[config.mk]
export PLATFORM = sky130hd
export DESIGN_NAME = tic_top
export DESIGN_NICKNAME = d
export VERILOG_FILES = /design/src/hw/tic_pkg.sv /design/src/hw/tic_gate_sync.sv /design/src/hw/tic_top.sv
export SDC_FILE = /design/constraint.sdc
export NUM_CORES = 1
export LEC_CHECK = 0
export BUFFER_PORTS_ARGS = -buffer_cell sky130_fd_sc_hd__buf_2
export CAP_MARGIN = 20
export CORE_MARGIN = 1.5
export CORE_UTILIZATION = 55
export CTS_CLUSTER_DIAMETER = 200
export CTS_CLUSTER_SIZE = 14
export DETAILED_ROUTE_END_ITERATION = 8
export GPL_ROUTABILITY_DRIVEN = 0
export GPL_TIMING_DRIVEN = 0
export PLACE_DENSITY_LB_ADDON = 0.12
export SYNTH_ARGS = -nofsm -noshare
export SYNTH_HDL_FRONTEND = slang
export SYNTH_SLANG_ARGS = --single-unit
export TNS_END_PERCENT = 50
[constraint.sdc]
create_clock -name CLK_I -period 52.6 [get_ports CLK_I]
set_input_delay 2.63 -clock CLK_I [delete_from_list [all_inputs] [get_ports CLK_I]]
set_output_delay 2.63 -clock CLK_I [all_outputs]
set_load 0.05 [all_outputs]
[src/hw/tic_pkg.sv]
// constants and types for the interpolating time interval counter
package tic_pkg;

  // ****************************************
  // clock and resolution
  // ****************************************
  localparam longint CLK_HZ = 10_000_000;
  // wider than 32 bits, so the literal is sized
  localparam longint PS_PER_S = 64'h000000E8D4A51000;
  localparam longint CLK_PERIOD_PS = PS_PER_S / CLK_HZ;
  localparam int STRETCH = 1000;
  // 100 ps: the counter behaves as if clocked STRETCH times faster
  localparam longint RESOLUTION_PS = CLK_PERIOD_PS / STRETCH;

  // ****************************************
  // widths and limits
  // ****************************************
  localparam int COARSE_W = 24;
  localparam int FINE_W = 11;
  localparam int RES_W = 40;
  localparam int ACC_W = 48;
  localparam int AVG_CNT_W = 8;
  // intervals averaged; resolution improves as one count / sqrt(AVG_N)
  localparam int AVG_N = 100;
  localparam logic [AVG_CNT_W-1:0] AVG_LAST = 8'h63;
  localparam logic [COARSE_W-1:0] COARSE_MAX = 24'hFFFFFF;
  localparam logic [FINE_W-1:0] FINE_MAX = 11'h7FF;
  localparam logic [FINE_W-1:0] FINE_ZERO = 11'h000;
  localparam logic [COARSE_W-1:0] COARSE_ZERO = 24'h000000;
  localparam logic [ACC_W-1:0] ACC_ZERO = 48'h000000000000;
  localparam logic [RES_W-1:0] RES_ZERO = 40'h0000000000;

  // ****************************************
  // types
  // ****************************************
  typedef enum logic [1:0] {
    ST_IDLE,
    ST_GATE,
    ST_FINE,
    ST_CALC
  } tic_state_t;

  typedef struct packed {
    logic coarse_neg;
    logic [COARSE_W-1:0] coarse;
    logic [FINE_W-1:0] start_fine;
    logic [FINE_W-1:0] stop_fine;
  } tic_meas_t;

endpackage

[src/hw/tic_gate_sync.sv]
// gate synchronizer: one full clock period count pulse per gated edge
`timescale 1ns/1ps
module tic_gate_sync (
  input wire logic clk_i,
  input wire logic resetn_i,
  input wire logic gate_i,
  output logic count_o
);

  // full period pulse
  // the pulse is rebuilt from the clock edge itself, so the chain never
  // sees a sliver shorter than a period
  always_ff @(posedge clk_i or negedge resetn_i) begin
    if (!resetn_i) begin
      count_o <= 1'b0;
    end else begin
      count_o <= gate_i;
    end
  end

endmodule

[src/hw/tic_top.sv]
// interpolating time interval counter with averaging mode
//
// Contract
// - averaging mode accumulates the coarse parts of many interval results and averages them.
// - the averaged count is a parameter, resolution one count over root N.
// - in averaging the synchronizer always feeds the decade counter chain.
// - each clock edge seen while the gate is open counts once.
// - each counted edge becomes a pulse one full clock period long.
// - the start residue is stretched by 1000 by the interpolator.
// - clocks are counted during the start discharge as the start fine count.
// - the stop residue is stretched and counted the same way.
// - the coarse count of whole clocks runs between start and stop.
// - result is coarse times 1000 plus start fine minus stop fine.
// - single events are measured with no repetition needed.
// - zero and negative intervals are supported.
// - sign and magnitude of the result are reported.
// - a 10 MHz reference gives 100 ps per result unit.
`timescale 1ns/1ps
module tic_top (
  input wire logic CLK_I,
  input wire logic RESETN_I,
  input wire logic START_I,
  input wire logic STOP_I,
  input wire logic START_DISCH_I,
  input wire logic STOP_DISCH_I,
  input wire logic AVG_MODE_I,
  output logic START_ARM_O,
  output logic STOP_ARM_O,
  output logic BUSY_O,
  output logic DONE_O,
  output logic signed [tic_pkg::RES_W-1:0] RESULT_O,
  output logic RESULT_NEG_O,
  output logic [tic_pkg::RES_W-1:0] RESULT_MAG_O,
  output logic AVG_DONE_O,
  output logic signed [tic_pkg::RES_W-1:0] AVG_RESULT_O
);

  // ****************************************
  // functions
  // ****************************************
  // combine counts
  function automatic logic signed [tic_pkg::RES_W-1:0] combine(
    input tic_pkg::tic_meas_t m);
    logic signed [tic_pkg::RES_W-1:0] c;
    c = $signed(tic_pkg::RES_W'(m.coarse))
      * $signed(tic_pkg::RES_W'(tic_pkg::STRETCH));
    // stop first gives a negative coarse part
    if (m.coarse_neg) begin
      c = -c;
    end
    return c + $signed(tic_pkg::RES_W'(m.start_fine))
      - $signed(tic_pkg::RES_W'(m.stop_fine));
  endfunction

  function automatic logic [tic_pkg::FINE_W-1:0] fine_inc(
    input logic [tic_pkg::FINE_W-1:0] v);
    return (v == tic_pkg::FINE_MAX) ? v : v + 11'h001;
  endfunction

  // ****************************************
  // input synchronizers
  // ****************************************
  logic [1:0] start_ff;
  logic [1:0] stop_ff;
  logic [1:0] sdis_ff;
  logic [1:0] pdis_ff;
  logic [1:0] avg_ff;
  logic start_prev;
  logic stop_prev;
  logic sdis_prev;
  logic pdis_prev;

  // two stages, only bit 1 is read downstream
  always_ff @(posedge CLK_I or negedge RESETN_I) begin
    if (!RESETN_I) begin
      start_ff <= 2'h0;
      stop_ff <= 2'h0;
      sdis_ff <= 2'h0;
      pdis_ff <= 2'h0;
      avg_ff <= 2'h0;
    end else begin
      start_ff <= {start_ff[0], START_I};
      stop_ff <= {stop_ff[0], STOP_I};
      sdis_ff <= {sdis_ff[0], START_DISCH_I};
      pdis_ff <= {pdis_ff[0], STOP_DISCH_I};
      avg_ff <= {avg_ff[0], AVG_MODE_I};
    end
  end

  always_ff @(posedge CLK_I or negedge RESETN_I) begin
    if (!RESETN_I) begin
      start_prev <= 1'b0;
      stop_prev <= 1'b0;
      sdis_prev <= 1'b0;
      pdis_prev <= 1'b0;
    end else begin
      start_prev <= start_ff[1];
      stop_prev <= stop_ff[1];
      sdis_prev <= sdis_ff[1];
      pdis_prev <= pdis_ff[1];
    end
  end

  logic start_rise;
  logic stop_rise;
  assign start_rise = start_ff[1] & ~start_prev;
  assign stop_rise = stop_ff[1] & ~stop_prev;

  // ****************************************
  // sequencing
  // ****************************************
  tic_pkg::tic_state_t state;
  tic_pkg::tic_meas_t meas;
  logic coarse_neg;
  logic [tic_pkg::COARSE_W-1:0] coarse_count;
  logic [tic_pkg::FINE_W-1:0] start_fine_count;
  logic [tic_pkg::FINE_W-1:0] stop_fine_count;
  logic start_fdone;
  logic stop_fdone;
  logic gate;
  logic count_pulse;
  logic fine_done;

  assign gate = (state == tic_pkg::ST_GATE);
  assign fine_done = start_fdone & stop_fdone & ~count_pulse;
  // one process per field; the struct only carries them together
  assign meas = {coarse_neg, coarse_count,
                 start_fine_count, stop_fine_count};

  // each single start/stop pair is a full measurement
  always_ff @(posedge CLK_I or negedge RESETN_I) begin
    if (!RESETN_I) begin
      state <= tic_pkg::ST_IDLE;
      coarse_neg <= 1'b0;
    end else begin
      unique case (state)
        tic_pkg::ST_IDLE: begin
          if (start_rise | stop_rise) begin
            coarse_neg <= stop_rise & ~start_rise;
            // coincident events skip the gate: zero coarse count
            state <= (start_rise & stop_rise) ?
              tic_pkg::ST_FINE : tic_pkg::ST_GATE;
          end
        end
        tic_pkg::ST_GATE: begin
          if (meas.coarse_neg ? start_rise : stop_rise) begin
            state <= tic_pkg::ST_FINE;
          end
        end
        tic_pkg::ST_FINE: begin
          if (fine_done) begin
            state <= tic_pkg::ST_CALC;
          end
        end
        tic_pkg::ST_CALC: begin
          state <= tic_pkg::ST_IDLE;
        end
      endcase
    end
  end

  // ****************************************
  // coarse count
  // ****************************************
  // gate reaches the chain only through the synchronizer
  tic_gate_sync u_gate_sync (
    .clk_i(CLK_I),
    .resetn_i(RESETN_I),
    .gate_i(gate),
    .count_o(count_pulse)
  );

  // whole periods between the two events
  always_ff @(posedge CLK_I or negedge RESETN_I) begin
    if (!RESETN_I) begin
      coarse_count <= tic_pkg::COARSE_ZERO;
    end else if (state == tic_pkg::ST_IDLE) begin
      coarse_count <= tic_pkg::COARSE_ZERO;
    end else if (count_pulse && coarse_count != tic_pkg::COARSE_MAX) begin
      coarse_count <= coarse_count + 24'h000001;
    end
  end

  // ****************************************
  // fine counts
  // ****************************************
  // interpolator holds discharge 1000 times the residue
  // count clocks during the start discharge
  always_ff @(posedge CLK_I or negedge RESETN_I) begin
    if (!RESETN_I) begin
      start_fine_count <= tic_pkg::FINE_ZERO;
      start_fdone <= 1'b0;
    end else if (state == tic_pkg::ST_CALC) begin
      start_fine_count <= tic_pkg::FINE_ZERO;
      // a discharge ending in the clear cycle still sets: set wins
      start_fdone <= sdis_prev & ~sdis_ff[1];
    end else begin
      if (sdis_ff[1]) begin
        start_fine_count <= fine_inc(start_fine_count);
      end
      if (sdis_prev & ~sdis_ff[1]) begin
        start_fdone <= 1'b1;
      end
    end
  end

  // stop side mirrors the start side
  always_ff @(posedge CLK_I or negedge RESETN_I) begin
    if (!RESETN_I) begin
      stop_fine_count <= tic_pkg::FINE_ZERO;
      stop_fdone <= 1'b0;
    end else if (state == tic_pkg::ST_CALC) begin
      stop_fine_count <= tic_pkg::FINE_ZERO;
      stop_fdone <= pdis_prev & ~pdis_ff[1];
    end else begin
      if (pdis_ff[1]) begin
        stop_fine_count <= fine_inc(stop_fine_count);
      end
      if (pdis_prev & ~pdis_ff[1]) begin
        stop_fdone <= 1'b1;
      end
    end
  end

  // arm lines tell each interpolator its event is still awaited
  always_ff @(posedge CLK_I or negedge RESETN_I) begin
    if (!RESETN_I) begin
      START_ARM_O <= 1'b0;
      STOP_ARM_O <= 1'b0;
      BUSY_O <= 1'b0;
    end else begin
      START_ARM_O <= (state == tic_pkg::ST_IDLE)
        || (gate && meas.coarse_neg);
      STOP_ARM_O <= (state == tic_pkg::ST_IDLE)
        || (gate && !meas.coarse_neg);
      BUSY_O <= (state != tic_pkg::ST_IDLE);
    end
  end

  // ****************************************
  // single-shot result
  // ****************************************
  logic signed [tic_pkg::RES_W-1:0] next_result;
  assign next_result = combine(meas);

  // one result unit is RESOLUTION_PS at the 10 MHz reference
  // RES_W holds COARSE_MAX*1000 plus fine range with sign
  // sign and magnitude beside the raw value
  always_ff @(posedge CLK_I or negedge RESETN_I) begin
    if (!RESETN_I) begin
      DONE_O <= 1'b0;
      RESULT_O <= tic_pkg::RES_ZERO;
      RESULT_NEG_O <= 1'b0;
      RESULT_MAG_O <= tic_pkg::RES_ZERO;
    end else begin
      DONE_O <= (state == tic_pkg::ST_CALC);
      if (state == tic_pkg::ST_CALC) begin
        RESULT_O <= next_result;
        RESULT_NEG_O <= next_result[tic_pkg::RES_W-1];
        RESULT_MAG_O <= next_result[tic_pkg::RES_W-1] ?
          -next_result : next_result;
      end
    end
  end

  // ****************************************
  // averaging
  // ****************************************
  // coarse only: the synchronizer count carries the averaged information
  logic signed [tic_pkg::ACC_W-1:0] acc;
  logic signed [tic_pkg::ACC_W-1:0] next_acc;
  logic [tic_pkg::AVG_CNT_W-1:0] avg_cnt;
  tic_pkg::tic_meas_t coarse_only;

  always_comb begin
    coarse_only = meas;
    coarse_only.start_fine = tic_pkg::FINE_ZERO;
    coarse_only.stop_fine = tic_pkg::FINE_ZERO;
    next_acc = acc + tic_pkg::ACC_W'(combine(coarse_only));
  end

  always_ff @(posedge CLK_I or negedge RESETN_I) begin
    if (!RESETN_I) begin
      acc <= tic_pkg::ACC_ZERO;
      avg_cnt <= 8'h00;
      AVG_DONE_O <= 1'b0;
      AVG_RESULT_O <= tic_pkg::RES_ZERO;
    end else begin
      AVG_DONE_O <= 1'b0;
      if (!avg_ff[1]) begin
        acc <= tic_pkg::ACC_ZERO;
        avg_cnt <= 8'h00;
      end else if (state == tic_pkg::ST_CALC) begin
        if (avg_cnt == tic_pkg::AVG_LAST) begin
          AVG_RESULT_O <= tic_pkg::RES_W'(next_acc
            / $signed(tic_pkg::ACC_W'(tic_pkg::AVG_N)));
          AVG_DONE_O <= 1'b1;
          acc <= tic_pkg::ACC_ZERO;
          avg_cnt <= 8'h00;
        end else begin
          acc <= next_acc;
          avg_cnt <= avg_cnt + 8'h01;
        end
      end
    end
  end
endmodule

# Yosys cells after proc, flatten, opt, wreduce, memory -nomap -nowiden
# Cells that the tools add are included.
# classes
multipliers	1
n_addsub	9
bitwise_logic	15
div	1
n_mux	29
reduce_logical	18
n_eq_ne	13
# ops
op	count
2-to-1 mux 48 bit	3
2-to-1 mux 40 bit	2
2-to-1 mux 11 bit	6
adder 48 x 40 -> 48 bit	1
divider 48 x 8 -> 48 bit (second input constant)	1
2-to-1 mux 24 bit	2
adder 40 x 12 -> 40 bit	1
negation 34 -> 40 bit	1
negation 40 bit	1
subtractor 40 x 12 -> 40 bit	1
multiplier 24 x 7 -> 31 bit (second input constant)	1
adder 24 x 1 -> 24 bit (second input constant)	1
2-to-1 mux 8 bit	3
inequality test 24 bit (second input constant)	1
adder 11 x 1 -> 11 bit (second input constant)	2
== test 11 bit (second input constant)	2
nonzero test 2 bit	6
adder 8 x 1 -> 8 bit (second input constant)	1
AND 1 bit	8
== test 8 x 7 -> 1 bit (second input constant)	1
2-to-1 mux 1 bit	8
2-to-1 mux 2 bit	4
inequality test 2 x 1 -> 1 bit (second input constant)	4
case mux 2 bit (4 select lines)	1
11 further kinds	24
# totals
inputBits	7
ff_bits	248
wordCells	114
output_inout_bits	126

# Longest topological paths before layout
# depth
ltp_word	7
ltp_mapped	158
depth_no_buf	137

# By module
# From an unflattened synthesis, not the netlist that was laid out.
# unflattened
cells_unflattened	4309
hier_area_um2	35188.7
# modules_own_cells
mod	cells_each	instances	area_per_inst_um2
tic_top	4308	1	35163.7
tic_gate_sync	1	1	25.0

# Worst setup path before layout
# Ideal clock, no wire load.
# synth_timing
kind	register to register
from	reg coarse_count[0] (netlist name)
to	reg AVG_RESULT_O[22] (netlist name)
n_path_buf	10
path_stages_with_launch	145
path_slack_ps	17195
required_time_ps	52476
setup_ps	124
arrival_time_ps	35280
cell_sequence	dfrtp_1 fa_1 fa_1 inv_1 fa_1 fa_1 inv_1 ha_1 o211ai_2 o211ai_1 nand2_1 xnor2_1 or3_1 nand2b_1 nor2_1 nand2_1 or2_2 inv_1 [... 109 more ...] maj3_2 o21a_4 a21o_2 mux2_4 a211oi_2 a21oi_2 o311ai_2 buf_6 nand2_1 nand2_1 ha_1 nand2_1 or3_4 nor3_1 buf_2 a31oi_1 xnor2_1 o21ai_1
# synth_between
elab_chain_cells	5
# synth_lines
item	line	text
start, declared	tic_top.sv:115	logic [tic_pkg::COARSE_W-1:0] coarse_count;
start signal, assigned	tic_top.sv:176	coarse_count <= tic_pkg::COARSE_ZERO;
start signal, assigned	tic_top.sv:178	coarse_count <= tic_pkg::COARSE_ZERO;
start signal, assigned	tic_top.sv:180	coarse_count <= coarse_count + 24'h000001;
multiplier 24 x 7 -> 31 bit (*)	tic_top.sv:46	* $signed(tic_pkg::RES_W'(tic_pkg::STRETCH));
negation 34 -> 40 bit	tic_top.sv:49	c = -c;
2-to-1 mux 40 bit (*)	tic_top.sv:48	if (m.coarse_neg) begin
adder 48 x 40 -> 48 bit (*)	tic_top.sv:279	next_acc = acc + tic_pkg::ACC_W'(combine(coarse_only));
divider 48 x 8 -> 48 bit (*)	tic_top.sv:296	/ $signed(tic_pkg::ACC_W'(tic_pkg::AVG_N)));
end signal, assigned	tic_top.sv:287	AVG_RESULT_O <= tic_pkg::RES_ZERO;
end signal, assigned	tic_top.sv:295	AVG_RESULT_O <= tic_pkg::RES_W'(next_acc
end, declared	tic_top.sv:35	output logic signed [tic_pkg::RES_W-1:0] AVG_RESULT_O
# Mark *: on every way between the ends. The rest lies on a longest branch, timed or not.
# A chain may end at the register's enable or synchronous reset.

# Final worst setup path
# layout_timing
from	reg coarse_count[0] (netlist name)
to	reg AVG_RESULT_O[34] (netlist name)
# The elaborated chain is that of the path after synthesis.

==> impl_metrics.tcl <==
set metrics [dict create \
    status "finished clean" \
    hold_end "sdis_ff[1]$_DFF_PN0_" \
    fp-row-count 92 \
    fill_cells 5915 \
    layout-drive-gt1-share_pct 16.0 \
    period_needed_ps 42560 \
    yosysWarningCount 0 \
    multi_input_area_mm2 0.0267 \
    synth_top_area_share_pct 17.4 \
    slew_headroom_pct 20.3 \
    final_antenna_net_count 0 \
    fin_crit_sh_pct 80.9 \
    htree_levels 1 \
    cts_resized 0 \
    start_util_pct 55.5 \
    slowest_stage "dfrtp_1" \
    worst_ep_required_time_ps 53040 \
    clock_sinks 243 \
    die_h_um 255 \
    grt_pass1_vias 31100 \
    min_path_cells 0 \
    min_from "sdis_ff[0]$_DFF_PN0_" \
    cts_tree "built" \
    wl_per_cell_um 19.5 \
    synthCells 4264 \
    crit_start "coarse_count[0]$_DFFE_PN0P_" \
    cp_max_fo 10 \
    synthTopCellsByArea "dfrtp_1, xnor2_1, ha_1" \
    hpwlAfterDp_mm 81.8 \
    grt_use_total_pct 30.9 \
    hold_class "flip-flop to flip-flop" \
    finalSetupViolCount 0 \
    r2r_cells 141 \
    fin_nets 4695 \
    worst_path_most_repeated_cell "nand2_1" \
    worstReg2RegEnd "AVG_RESULT_O[34]$_DFFE_PN0P_" \
    ys_types 196 \
    cpPeakStageDelay_ps 710 \
    die_x_um 255 \
    yosysMostFrequentCell "nor2_1" \
    post_cts_buffers 0 \
    critPathArrivalTime_ps 43000 \
    setup_tns_ps 0 \
    reg2reg_slack_ps 10040 \
    clk_latency_ps 590 \
    core_mm2 0.0629 \
    synth-edff-count 0 \
    maxCapViolations 0 \
    synthesis.nets 4535 \
    ios 133 \
    synthFlopType "dfrtp_1" \
    hold_violations 0 \
    slew_violations 0 \
    wirelength_mm 103 \
    cts_buffers 21 \
    fin_area_mm2 0.0373 \
    worstMarginPinSlew_ps 1190 \
    drcViolationCount 0 \
    synth_top_area_cell "dfrtp_1" \
    detailed_place.area_mm2 0.0367 \
    synth-seq-cells 243 \
    grt_pass1_wl_mm 165 \
    regArea_mm2 0.00608 \
    syn_area_mm2 0.0349 \
    drt_pass1_iterations 8 \
    area_growth_syn_to_layout_pct 6.79 \
    synth_area_per_cell_um2 8.18 \
    numPortBuffers 132 \
    clockBufferDepth 3 \
    yosysSeqAreaShare_pct 17.4 \
    antenna_found_initial 4 \
    viasPerCell 6.35 \
    end_kind "flip-flop" \
    cts.clk_slew.worst_paths_ps 80 \
    crit_path_start_kind "flip-flop" \
    dieArea_mm2 0.0649 \
    async_flop_share_pct 100 \
    grt_max_degree 96 \
    vias 33500 \
    gr-total-overflow 0 \
    drt_iter0_drc 2804 \
    rsz0062_at_grt "no" \
    hold_buffers 0 \
    cts-root-buf "clkbuf_16" \
    criticalPathCategory "flip-flop to flip-flop" \
    r2r-start "coarse_count[0]$_DFFE_PN0P_" \
    post_synth_most_frequent_cells "nor2_1, nand2_1, a21oi_1" \
    max_freq_mhz 23.5 \
    finClkSkew_ps 53.4 \
]
[worst max-delay path: cells and delay by family, from the launching register on]
family | cells | cell delay (ps)
AO/OA/AOI/OAI | 65 | 19520
AND/OR/NAND/NOR | 40 | 10410
multiplexers | 11 | 4060
adder cells (fa/ha/maj) | 10 | 3740
buffers and inverters | 10 | 1970
XOR/XNOR | 5 | 1880
flip-flops | 1 | 710
[per-stage QoR]
stage               instances  util [%]  hold WS (ps)  setup slack, ps
floorplan                4264         -           331            17200
global placement         5242      58.2           333            10910
detailed placement       5245      58.4           340            10720
CTS                      5269      59.3           354            10590
global route             5273      59.3           356             7590
finish                   5273      59.3           356            10040
[cell families after synthesis]
logic type / after synthesis / share of synthesized area (%)
AO/OA/AOI/OAI: 1384 / 29.3
XOR/XNOR: 360 / 9.43
adder cells (fa/ha/maj): 278 / 12.0
buffers and inverters: 429 / 6.15
flip-flops: 243 / 17.4
multiplexers: 103 / 3.34
AND/OR/NAND/NOR: 1467 / 22.4
[worst max path at each step]
stage | end | cells after the start | slack [ps]
after floorplan | AVG_RESULT_O[22]$_DFFE_PN0P_ | 144 | 17200
after global placement | AVG_RESULT_O[34]$_DFFE_PN0P_ | 142 | 10910
after detailed placement | AVG_RESULT_O[34]$_DFFE_PN0P_ | 141 | 10720
after CTS | AVG_RESULT_O[34]$_DFFE_PN0P_ | 140 | 10590
after global routing | AVG_RESULT_O[34]$_DFFE_PN0P_ | 138 | 7590
final | AVG_RESULT_O[34]$_DFFE_PN0P_ | 141 | 10040
[cell usage in the layout, fill, tap and decap left out, types with 52 or more instances in the layout]
master / synthesis / final
o211ai_1: 59 / 59
xnor2_1: 276 / 276
nand4_1: 67 / 67
a21oi_1: 319 / 319
inv_1: 258 / 258
xor2_1: 69 / 69
nand3_1: 123 / 123
o21ai_0: 199 / 199
clkbuf_1: 83 / 83
nand2_1: 348 / 348
ha_1: 168 / 168
nor2_1: 371 / 371
buf_2: 12 / 144
a21o_1: 52 / 52
dfrtp_1: 243 / 243
a31oi_1: 54 / 54
fa_1: 96 / 96
nor3_1: 100 / 100
o21ai_1: 75 / 75
[registers in the layout, summed over array words and instances (netlist names), 8 cells and up]
| name | cells |
|---|---|
| start_fine_count | 11 |
| RESULT_MAG_O | 39 |
| avg_cnt | 8 |
| stop_fine_count | 11 |
| RESULT_O | 40 |
| acc | 45 |
| AVG_RESULT_O | 40 |
| coarse_count | 24 |
[area by class of cell]
class	instances	area share [%]
Multi-Input combinational cell	3592	71.6
Clock inverter	2	0.0470
Buffer	168	3.11
Tap cell	846	2.84
Timing Repair Buffer	137	1.99
Inverter	261	2.65
Clock buffer	22	1.45
Antenna cell	2	0.0134
Sequential cell	243	16.3
[metal layers]
layer	GRT usage, %	wire [um]
met5	0	13
met4	10.2	3470
met2	50.1	47000
met3	3.58	6460
met1	42.7	45700
Power is not shown: default switching activity piles up to over one toggle a cycle in this logic, so the estimate is an artifact.
